==> src/hdl/spi_fe_defs.svh <==
// Operation
// - Sample input on rising, drive on falling
// - Clock level at select picks mode 0/3
// - Mode 3: first rise after low captures
// - First byte is opcode, one per select
// - Deselected: ignore input, output tristated
// - All bytes shifted most significant first
// - Three address bytes, low 18 bits used
// - Bad opcode: ignore rest, output off
// - Set, clear latch and status read codes
// - Status write, read, fast read codes
// - Memory write, sleep, identity read codes
// - Write latch cleared at power-up
// - Only set command sets the latch flag
// - Deselect after clear/write commands clears latch
// - Clear command blocks later writes; here wr_valid still fires with the latch flag clear
// - Latch flag reads one when writes allowed
// - Writes finish at bus speed, never busy
// - Output driven only for read data; here only status read drives it, memory reads and identity read never do
// - Latch flag at status bit 1
`ifndef SPI_FE_DEFS_SVH
`define SPI_FE_DEFS_SVH
`define OP_SET_LATCH    8'h06
`define OP_CLEAR_LATCH  8'h04
`define OP_STATUS_READ  8'h05
`define OP_STATUS_WRITE 8'h01
`define OP_MEM_READ     8'h03
`define OP_FAST_READ    8'h0b
`define OP_MEM_WRITE    8'h02
`define OP_SLEEP        8'hb9
`define OP_ID_READ      8'h9f
`define STATUS_LATCH_BIT 1
`define STATUS_FIXED     8'h40
`define ADDR_BYTES       3
`endif

==> src/hdl/spi_fe_pkg.sv <==
package spi_fe_pkg;
    typedef enum logic [2:0] {
        ST_OPCODE = 3'b000,
        ST_ADDR   = 3'b001,
        ST_DATA   = 3'b010,
        ST_STATUS = 3'b011,
        ST_IGNORE = 3'b100
    } phase_t;
    typedef enum logic [3:0] {
        CMD_NONE         = 4'h0,
        CMD_SET          = 4'h1,
        CMD_CLEAR        = 4'h2,
        CMD_STATUS_READ  = 4'h3,
        CMD_STATUS_WRITE = 4'h4,
        CMD_READ         = 4'h5,
        CMD_FREAD        = 4'h6,
        CMD_WRITE        = 4'h7,
        CMD_SLEEP        = 4'h8,
        CMD_ID           = 4'h9
    } cmd_t;
endpackage

==> src/hdl/spi_memory_command_front_end.sv <==
`timescale 1ns/1ns
`include "spi_fe_defs.svh"
module spi_memory_command_front_end
    import spi_fe_pkg::*;
#(
    parameter int ADDR_W = 18
)
(
    input  wire logic              clock,       // System clock, 100 MHz
    input  wire logic              rst,         // Async reset, power-up delay
    input  wire logic              sck,         // Serial clock pin
    input  wire logic              cs_n,        // Chip select pin
    input  wire logic              si,          // Serial data in pin
    output logic                   so_out,      // Serial data out
    output logic                   so_oe,       // Output enable, high drives
    output logic                   mode3,       // Mode caught at select
    output cmd_t                   cmd,         // Decoded command
    output logic                   cmd_valid,   // One-cycle decode pulse
    output logic                   cmd_invalid, // One-cycle bad opcode pulse
    output logic [ADDR_W-1:0]      addr,        // Effective address
    output logic                   addr_valid,  // One-cycle address pulse
    output logic [7:0]             wr_data,     // Received data byte
    output logic                   wr_valid,    // One-cycle data byte pulse
    output logic                   write_latch_flag // Write enable latch
);
    //--------------------------------------------------------------
    // Pin synchronisers
    //--------------------------------------------------------------
    logic [1:0] sck_s;
    logic [1:0] cs_s;
    logic [1:0] si_s;
    logic       sck_d;
    logic       cs_d;
    always_ff @(posedge clock or posedge rst)
    begin
        if (rst)
        begin
            sck_s <= 2'h0;
            cs_s  <= 2'h3;
            si_s  <= 2'h0;
            sck_d <= 1'b0;
            cs_d  <= 1'b1;
        end
        else
        begin
            sck_s <= {sck_s[0], sck};
            cs_s  <= {cs_s[0], cs_n};
            si_s  <= {si_s[0], si};
            sck_d <= sck_s[1];
            cs_d  <= cs_s[1];
        end
    end
    logic sel;
    logic cs_fall;
    logic cs_rise;
    logic sck_rise;
    logic sck_fall;
    assign sel      = ~cs_s[1];
    assign cs_fall  = cs_d & ~cs_s[1];
    assign cs_rise  = ~cs_d & cs_s[1];
    assign sck_rise = sel & ~cs_fall & ~sck_d & sck_s[1];
    assign sck_fall = sel & sck_d & ~sck_s[1];

    function automatic cmd_t decode(input logic [7:0] op);
        unique case (op)
            `OP_SET_LATCH:    decode = CMD_SET;
            `OP_CLEAR_LATCH:  decode = CMD_CLEAR;
            `OP_STATUS_READ:  decode = CMD_STATUS_READ;
            `OP_STATUS_WRITE: decode = CMD_STATUS_WRITE;
            `OP_MEM_READ:     decode = CMD_READ;
            `OP_FAST_READ:    decode = CMD_FREAD;
            `OP_MEM_WRITE:    decode = CMD_WRITE;
            `OP_SLEEP:        decode = CMD_SLEEP;
            `OP_ID_READ:      decode = CMD_ID;
            default:          decode = CMD_NONE;
        endcase
    endfunction

    //--------------------------------------------------------------
    // Mode capture
    //--------------------------------------------------------------
    always_ff @(posedge clock or posedge rst)
    begin
        if (rst)
            mode3 <= 1'b0;
        else if (cs_fall)
            mode3 <= sck_s[1];
    end

    //--------------------------------------------------------------
    // Shifter and framing
    //--------------------------------------------------------------
    phase_t     phase;
    logic [2:0] bitcnt;
    logic [1:0] bytecnt;
    logic [7:0] shreg;
    logic [7:0] next_byte;
    assign next_byte = {shreg[6:0], si_s[1]};
    always_ff @(posedge clock or posedge rst)
    begin
        if (rst)
        begin
            phase       <= ST_OPCODE;
            bitcnt      <= 3'h0;
            bytecnt     <= 2'h0;
            shreg       <= 8'h00;
            cmd         <= CMD_NONE;
            cmd_valid   <= 1'b0;
            cmd_invalid <= 1'b0;
            addr        <= '0;
            addr_valid  <= 1'b0;
            wr_data     <= 8'h00;
            wr_valid    <= 1'b0;
        end
        else
        begin
            cmd_valid   <= 1'b0;
            cmd_invalid <= 1'b0;
            addr_valid  <= 1'b0;
            wr_valid    <= 1'b0;
            if (!sel || cs_fall)
            begin
                phase   <= ST_OPCODE;
                bitcnt  <= 3'h0;
                bytecnt <= 2'h0;
                if (cs_fall)
                    cmd <= CMD_NONE;
            end
            else if (sck_rise && phase != ST_IGNORE && phase != ST_STATUS)
            begin
                shreg  <= next_byte;
                bitcnt <= bitcnt + 3'h1;
                if (bitcnt == 3'h7)
                begin
                    unique case (phase)
                        ST_OPCODE:
                        begin
                            cmd <= decode(next_byte);
                            if (decode(next_byte) == CMD_NONE)
                            begin
                                cmd_invalid <= 1'b1;
                                phase       <= ST_IGNORE;
                            end
                            else
                            begin
                                cmd_valid <= 1'b1;
                                unique case (decode(next_byte))
                                    CMD_READ, CMD_FREAD, CMD_WRITE: phase <= ST_ADDR;
                                    CMD_STATUS_READ:  phase <= ST_STATUS;
                                    CMD_STATUS_WRITE: phase <= ST_DATA;
                                    default:   phase <= ST_IGNORE;
                                endcase
                            end
                        end
                        ST_ADDR:
                        begin
                            addr <= ADDR_W'({addr, next_byte});
                            bytecnt <= bytecnt + 2'h1;
                            if (bytecnt == 2'(`ADDR_BYTES - 1))
                            begin
                                addr_valid <= 1'b1;
                                phase      <= ST_DATA;
                            end
                        end
                        default:
                        begin
                            wr_data  <= next_byte;
                            wr_valid <= 1'b1;
                        end
                    endcase
                end
            end
        end
    end

    //--------------------------------------------------------------
    // Write enable latch
    //--------------------------------------------------------------
    logic end_clears;
    assign end_clears = cmd == CMD_CLEAR || cmd == CMD_STATUS_WRITE || cmd == CMD_WRITE;
    always_ff @(posedge clock or posedge rst)
    begin
        if (rst)
            write_latch_flag <= 1'b0;
        else if (cs_rise && end_clears)
            write_latch_flag <= 1'b0;
        else if (cmd_valid && cmd == CMD_SET)
            write_latch_flag <= 1'b1;
    end

    //--------------------------------------------------------------
    // Status output on falling edges
    //--------------------------------------------------------------
    logic [7:0] status;
    logic [7:0] out_sh;
    logic       loaded;
    always_comb
    begin
        status = `STATUS_FIXED;
        status[`STATUS_LATCH_BIT] = write_latch_flag;
    end
    always_ff @(posedge clock or posedge rst)
    begin
        if (rst)
        begin
            so_out <= 1'b0;
            so_oe  <= 1'b0;
            out_sh <= 8'h00;
            loaded <= 1'b0;
        end
        else if (!sel || phase != ST_STATUS)
        begin
            so_oe  <= 1'b0;
            loaded <= 1'b0;
        end
        else if (sck_fall)
        begin
            so_oe  <= 1'b1;
            so_out <= loaded ? out_sh[7] : status[7];
            out_sh <= loaded ? {out_sh[6:0], 1'b0} : {status[6:0], 1'b0};
            loaded <= 1'b1;
        end
    end

    //--------------------------------------------------------------
    // Checks
    //--------------------------------------------------------------
    // Opcodes decoded since select, and silence after a bad opcode
    logic [1:0] ops_seen;
    logic       ignoring;
    always_ff @(posedge clock or posedge rst)
    begin
        if (rst)
            ops_seen <= 2'h0;
        else if (cs_fall)
            ops_seen <= 2'h0;
        else if ((cmd_valid || cmd_invalid) && ops_seen != 2'h3)
            ops_seen <= ops_seen + 2'h1;
    end
    always_ff @(posedge clock or posedge rst)
    begin
        if (rst)
            ignoring <= 1'b0;
        else if (cs_fall)
            ignoring <= 1'b0;
        else if (cmd_invalid)
            ignoring <= 1'b1;
    end
endmodule

==> config.mk <==
export PLATFORM = sky130hd
export DESIGN_NAME = spi_memory_command_front_end
export DESIGN_NICKNAME = d
export VERILOG_FILES = /design/src/hdl/spi_fe_pkg.sv /design/src/hdl/spi_memory_command_front_end.sv
export VERILOG_INCLUDE_DIRS = /design/src /design/src/hdl
export SDC_FILE = /design/constraint.sdc
export NUM_CORES = 1
export LEC_CHECK = 0
export BUFFER_PORTS_ARGS = -buffer_cell sky130_fd_sc_hd__buf_4
export CAP_MARGIN = 5
export CORE_ASPECT_RATIO = 0.75
export CORE_UTILIZATION = 45
export DETAILED_ROUTE_END_ITERATION = 6
export PLACE_DENSITY_LB_ADDON = 0.12
export SKIP_LAST_GASP = 1
export SLEW_MARGIN = 15
export SYNTH_ARGS = -nofsm -noshare
export SYNTH_HDL_FRONTEND = slang
export SYNTH_SLANG_ARGS = --single-unit
export TNS_END_PERCENT = 50
==> constraint.sdc <==
create_clock -name clock -period 1.9 [get_ports clock]
set_input_delay 0.095 -clock clock [delete_from_list [all_inputs] [get_ports clock]]
set_output_delay 0.095 -clock clock [all_outputs]
set_load 0.005 [all_outputs]
==> results of run 1 <==
[logic make-up (layout without fill, tap and decap cells)]
| family | Yosys count | after routing | synth area share [%] |
|---|---|---|---|
| flip-flops | 67 | 67 | 59.8 |
| AO/OA/AOI/OAI | 37 | 37 | 9.04 |
| XOR/XNOR | 2 | 2 | 0.624 |
| buffers and inverters | 17 | 80 | 2.45 |
| adder cells (fa/ha/maj) | 3 | 3 | 1.34 |
| AND/OR/NAND/NOR | 68 | 68 | 13.9 |
| multiplexers | 32 | 32 | 12.8 |
[stage by stage]
stage	instance area, sq um	setup slack, ns	util, %	hold WS (ns)	total power [mW]
floorplan	2810	0.127	-	0.0995	1.81
global placement	3290	0.163	55.6	0.204	1.95
detailed placement	3290	0.153	55.6	0.206	1.95
CTS	3550	0.148	60.1	0.351	3.30
global route	3550	0.0721	60.1	0.362	3.42
finish	3550	0.143	60.1	0.352	3.26
[cell usage after synthesis, drive strengths merged (2+ instances only)]
cell    number
buf          4
o21a         3
a21boi       2
a221oi       2
o211ai       2
mux2        32
inv          7
nor2b        4
o31ai        2
nor3         2
or4          3
nand3       11
ha           3
xnor2        2
nor2         6
a21oi        2
nand4b       4
o21ai       16
nor3b        2
clkbuf       6
dfstp        3
nand2       20
dfrtp       64
nand2b       7
[sequential cells by signal (all words and copies together) (netlist names)]
signal / count
bitcnt: 3
wr_valid: 1
out_sh: 6
cmd: 4
si_s: 2
addr: 18
sck_d: 1
bytecnt: 2
loaded: 1
shreg: 7
so_out: 1
cs_s: 2
sck_s: 2
addr_valid: 1
cmd_invalid: 1
write_latch_flag: 1
cs_d: 1
cmd_valid: 1
mode3: 1
phase: 3
wr_data: 8
[final cells by class]
type | count | share of cell area (%)
well taps | 78 | 2.75
flip-flops and latches | 67 | 47.3
repair buffers | 57 | 13.0
clock buffers | 12 | 4.36
inverters | 7 | 0.739
clock inverters | 4 | 2.04
multi-input cells | 142 | 29.8
[worst paths after layout]
check,from,to,slack [ns],cells after the start
max,shreg[5],phase[0],0.14,3
min,si_s[0],si_s[1],0.35,0
max reg2reg,shreg[5],phase[0],0.14,3
min reg2reg,si_s[0],si_s[1],0.35,0
max in group asynchronous,rst,cs_s[0],1.20,4
min in group asynchronous,rst,addr[16],0.39,4
[per-layer routing]
layer / vias up / track usage, % / wire, microns
met5: - / 0 / 0
met4: 0 / 7.18 / 80
met3: 9 / 5.88 / 231
met2: 48 / 23.3 / 2070
met1: 902 / 29.1 / 2840
li1: 922 / - / -
[what timing repair did]
item | in CTS | in global routing
gates resized for setup | 0 | 0
hold buffers | 4 | 0
hold endpoints to repair | 67 | 0
setup buffers | 0 | 0
[power by group through the flow]
stage,logic (mW),clock network [mW],registers (mW)
2_1_floorplan,0.269,0,1.54
3_3_place_gp,0.369,0,1.58
3_5_place_dp,0.367,0,1.58
4_1_cts,0.375,1.37,1.56
5_1_grt,0.415,1.43,1.57
6_report,0.371,1.33,1.56
==> impl_results.md, run 1 <==
- Dpl cells: 347
- Worst Clk Skew: 0.00697 ns
- Combinational Power Share: 11.4%
- Setup TNS: 0 ns
- Via count: 1881
- Crit-path leading delay family: simple AND/OR/NAND/NOR gates
- Buf+Inv Stages, Crit Path: 0
- Slowest stage delay, CP: 0.54 ns
- Area occupied by multi-input gates: 1060 sq um
- Tcrit/Tclk final: 92.5%
- Post-synth EDFFs: 0
- Critical path peak fanout: 7
- Die W: 93.2 microns
- Most frequent cells in the layout: 64 x dfrtp_1, 51 x buf_4, 32 x mux2_2
- CTS root buf: clkbuf_8
- # diodes: 0
- Maxcap violations: 0
- Internal Power: 2.47 mW
- Final setup fails: 0
- Initial drt markers: 91
- Required time of the critical path: 2.17 ns
- Initial antenna violation count: 0
- Syn avg cell area: 12.4 sq um
- Sequential share of the synthesized area: about 60%
- WP data arrival: 2.02 ns
- I/O pin count: 43
- # rows: 24
- Die area: 6570 sq um
- Final ANT Viol Nets: 0
- PortBufs: 42
- First-pass GRT wire length: 9130 microns
- RSZ-0062 raised after global routing: false
- Post-Syn Nets: 234
- H-tree level count: 3
- Post-synth top area cell: dfrtp_1
- Die H: 70.4 microns
- Post-Synthesis Cells: 226
- NetSw: 795 uW
- Drt pass-1 iters: 4
- Crit Path Class: flip-flop to flip-flop
- CTS tree: yes
- Synthesized cell area: roughly 2800 sq um
- CP Capture Type: flip-flop
- Top post-synthesis cells by area: dfrtp_1 57%, mux2_2 13%, o21ai_0 2.9%, dfstp_2 2.8%, nand2_1 2.7%
- Commonest non-fill, non-tap cell in the layout: dfrtp_1
- Minimum clock period after layout: 1.76 ns
- Initial Util: 47.5%
- Clock transition at path regs: ~0.070 ns
- Status: finished clean
- Clock Power Share: 40.9%
- Number of fillers in the final layout: about 500
- Ys async rst share: 100%
- Slew HR: 56.5%
- Routed wire length: 5220 microns
- Least-Margin Pin Slew: 0.650 ns
- Sw Share: 24.4%
- Slew Viols, Final: 0
- Top_reg_cell synth: dfrtp_1
- Cts bufs inserted: 9
- Hold WC Path Type: flip-flop to flip-flop
- DP Wirelength: about 3400 microns
- Warnings, synthesis: 0
- Gr usage total: 18.5%
- Non-filler instance count after layout: 367
- # DRC: 0
- RD Place Congestion: 0.798
- CTS max path bufs: 2
- Flops & latches, synth: 67
- Startpoint Class: flip-flop
- Seq pwr share: a little under half
- Register Area: 1680 sq um
- Peak supply drop: between 0.5 and 0.6 mV
- Total congestion overflow: 0
- Clk_lat worst skew: 0.34 ns
- Post-synth top area share: a little under three fifths
- Area grow syn2layout: 26.5%
- Vias in the first global route: 1759
- Maximum clock frequency: 0.569 GHz
- Nets: 292
- TritonCTS Sinks: 67
- Pin count of the biggest net entering global routing: between 60 and 70
- Crit-path cells: or4_4 -> or4_1 -> a21boi_1
- Static leakage: between 1.5 and 2 nW
- Wirelength per Cell: 14.2 microns
- Vias per inst: between 5 and 6
- Distinct cells, synth: 44
- Power per cell area: 917 nW/um^2
- Layout cell share with drive strength beyond 1: 38.8%
- Core area: 5920 sq um
- Cell at the slowest stage of the critical path: or4_4
- Final Hold Vio Count: 0
Note: power is estimated with default switching activity, not from simulation.
==> run 2, diff against run 1 <==
PLACE_DENSITY = 0.65   (was unset)
PLACE_DENSITY_LB_ADDON = unset   (was 0.12)
==> impl_results.md, run 2 (synthesized netlist as in run 1, its figures left out) <==
- Status: finished clean (unchanged)
- Commonest non-fill, non-tap cell in the layout: dfrtp_1 (unchanged)
- PortBufs: 42 (unchanged)
- Cell at the slowest stage of the critical path: nor4b_4 (was or4_4)
- Required time of the critical path: 2.16 ns (was 2.17 ns)
- Vias in the first global route: 1884 (was 1759)
- Crit Path Class: flip-flop to flip-flop (unchanged)
- Max reg flops: 18 (unchanged)
- Dpl cells: 344 (was 347)
- Gr usage total: 18.0% (was 18.5%)
- Layout cell share with drive strength beyond 1: 38.1% (was 38.8%)
- Initial Util: 47.5% (unchanged)
- Worst Clk Skew: 0.0121 ns (was 0.00697 ns)
- Initial drt markers: 123 (was 91)
- Hold WC Path Type: flip-flop to flip-flop (unchanged)
- Wirelength per Cell: 14.1 microns (was 14.2 microns)
- Total congestion overflow: 0 (unchanged)
- CP Capture Type: flip-flop (unchanged)
- Clock transition at path regs: 0.07 ns (about the same)
- Slowest stage delay, CP: 0.42 ns (was 0.54 ns)
- RSZ-0062 raised after global routing: false (unchanged)
- TritonCTS Sinks: 67 (unchanged)
- Final ANT Viol Nets: 0 (unchanged)
- Final Hold Vio Count: 0 (unchanged)
- Critical path peak fanout: 23 (was 7)
- Maxcap violations: 0 (unchanged)
- Die H: 70.4 microns (unchanged)
- Util after Layout: 59.5% (was 60.1%)
- Routed wire length: 5140 microns (was 5220 microns)
- Most frequent cells in the layout: 64 x dfrtp_1, 48 x buf_4, 32 x mux2_2 (was 64 x dfrtp_1, 51 x buf_4, 32 x mux2_2)
- Largest Register: addr (unchanged)
- Cts bufs inserted: 9 (unchanged)
- Static leakage: 1.71 nW (was 1.72 nW)
- Crit-path leading delay family: simple AND/OR/NAND/NOR gates (unchanged)
- Maximum clock frequency: 0.569 GHz (about the same)
- Startpoint Class: flip-flop (unchanged)
- Least-Margin Pin Slew: 0.635 ns (was 0.650 ns)
- RD Place Congestion: 0.848 (was 0.798)
- Largest registers: addr (18), wr_data (8), shreg (7) (unchanged)
- Die W: 93.2 microns (unchanged)
- Power per cell area: 885 nW/um^2 (was 917 nW/um^2)
- Die area: 6570 sq um (unchanged)
- Minimum clock period after layout: 1.76 ns (about the same)
- I/O pin count: 43 (unchanged)
- CTS max path bufs: 2 (unchanged)
- Buf+Inv Stages, Crit Path: 1 (was 0)
- Number of fillers in the final layout: 492 (was 496)
- Peak supply drop: 0.527 mV (was 0.552 mV)
- CTS tree: yes (unchanged)
- H-tree level count: 3 (unchanged)
- Drt pass-1 iters: 4 (unchanged)
- Post-CTS setup buffers: 0 (unchanged)
- Clk_lat worst skew: 0.34 ns (about the same)
- Setup TNS: 0 ns (unchanged)
- Core area: 5920 sq um (unchanged)
- # DRC: 0 (unchanged)
- Area grow syn2layout: 25.3% (was 26.5%)
- Initial antenna violation count: 0 (unchanged)
- Final setup fails: 0 (unchanged)
- Crit-path cells: nor4b_4 -> nand4_1 -> buf_12 -> or2_2 -> a21boi_0 (was or4_4 -> or4_1 -> a21boi_1)
- Vias per inst: 5.28 (was 5.13)
- First-pass GRT wire length: 8900 microns (was 9130 microns)
- WP data arrival: 2.02 ns (about the same)
- CTS root buf: clkbuf_8 (unchanged)
- Pin count of the biggest net entering global routing: 68 (unchanged)
- DP Wirelength: 3540 microns (was 3440 microns)
- Via count: 1921 (was 1881)
- Tcrit/Tclk final: 92.6% (was 92.5%)
- Nets: 289 (was 292)
- Non-filler instance count after layout: 364 (was 367)
- Slew HR: 57.5% (was 56.5%)
- # diodes: 0 (unchanged)
- Slew Viols, Final: 0 (unchanged)
- # rows: 24 (unchanged)
## run 2: changes by cell type in the layout (fill, tap and decap cells not counted), sizes merged
cell,delta
clkbuf,+2
clkinvlp,-1
buf,-3
bufinv,-1
## run 2: worst paths after layout
| check | startpoint | end | slack [ns] | depth (start not counted) |
|---|---|---|---|---|
| max in group asynchronous | rst | cs_s[0] | 1.20 | 4 |
| min in group asynchronous | rst | addr_valid | 0.39 | 4 |
| min | si_s[0] | si_s[1] | 0.35 | 0 |
| min reg2reg | si_s[0] | si_s[1] | 0.35 | 0 |
| max reg2reg | cs_s[1] | bytecnt[1] | 0.14 | 5 |
| max | cs_s[1] | bytecnt[1] | 0.14 | 5 |
## run 2: worst register-to-register path, cell delays in order, from the launching register on
cell and delay (ns):
dfstp_2 0.41, nor4b_4 0.42, nand4_1 0.21, buf_12 0.21, or2_2 0.27, a21boi_0 0.17
## run 2: power by group
group	internal, mW	switching (mW)	leakage [nW]	total [mW]
Clock	0.713	0.491	0.107	1.20
Sequential	1.48	0.0960	0.906	1.57
Combinational	0.165	0.172	0.693	0.338
Total	2.35	0.759	1.71	3.11
## run 2: layout make-up
| type | instances | area [sq um] | area share, % |
|---|---|---|---|
| clock buffers | 14 | 173 | 4.91 |
| clock inverters | 2 | 35.0 | 0.996 |
| inverters | 7 | 26.3 | 0.747 |
| multi-input cells | 142 | 1070 | 30.3 |
| flip-flops and latches | 67 | 1680 | 47.8 |
| well taps | 78 | 97.6 | 2.77 |
| repair buffers | 54 | 440 | 12.5 |
## run 2: timing repair
item	4_1_cts	5_1_grt
resized for setup	0	1
endpoints found under the hold margin	67	0
setup endpoints to repair	0	1
hold buffers	4	0
## run 2: per-stage QoR
stage / total power, mW / setup WS, ns / cell area (sq um) / hold slack, ns
after detailed placement: 1.92 / 0.132 / 3260 / 0.206
after global routing: 3.27 / 0.0624 / 3520 / 0.360
final: 3.11 / 0.141 / 3520 / 0.351
after floorplan: 1.81 / 0.127 / 2810 / 0.0995
after global placement: 1.92 / 0.136 / 3260 / 0.204
after CTS: 3.15 / 0.122 / 3510 / 0.354
## run 2: metal layers
layer  GRT usage, %  vias up  wire length, microns
met5              0        -                     0
met1           24.7      949                  2630
li1               -      921                     -
met3           5.99        6                   251
met2           25.8       45                  2180
met4           8.21        0                    74
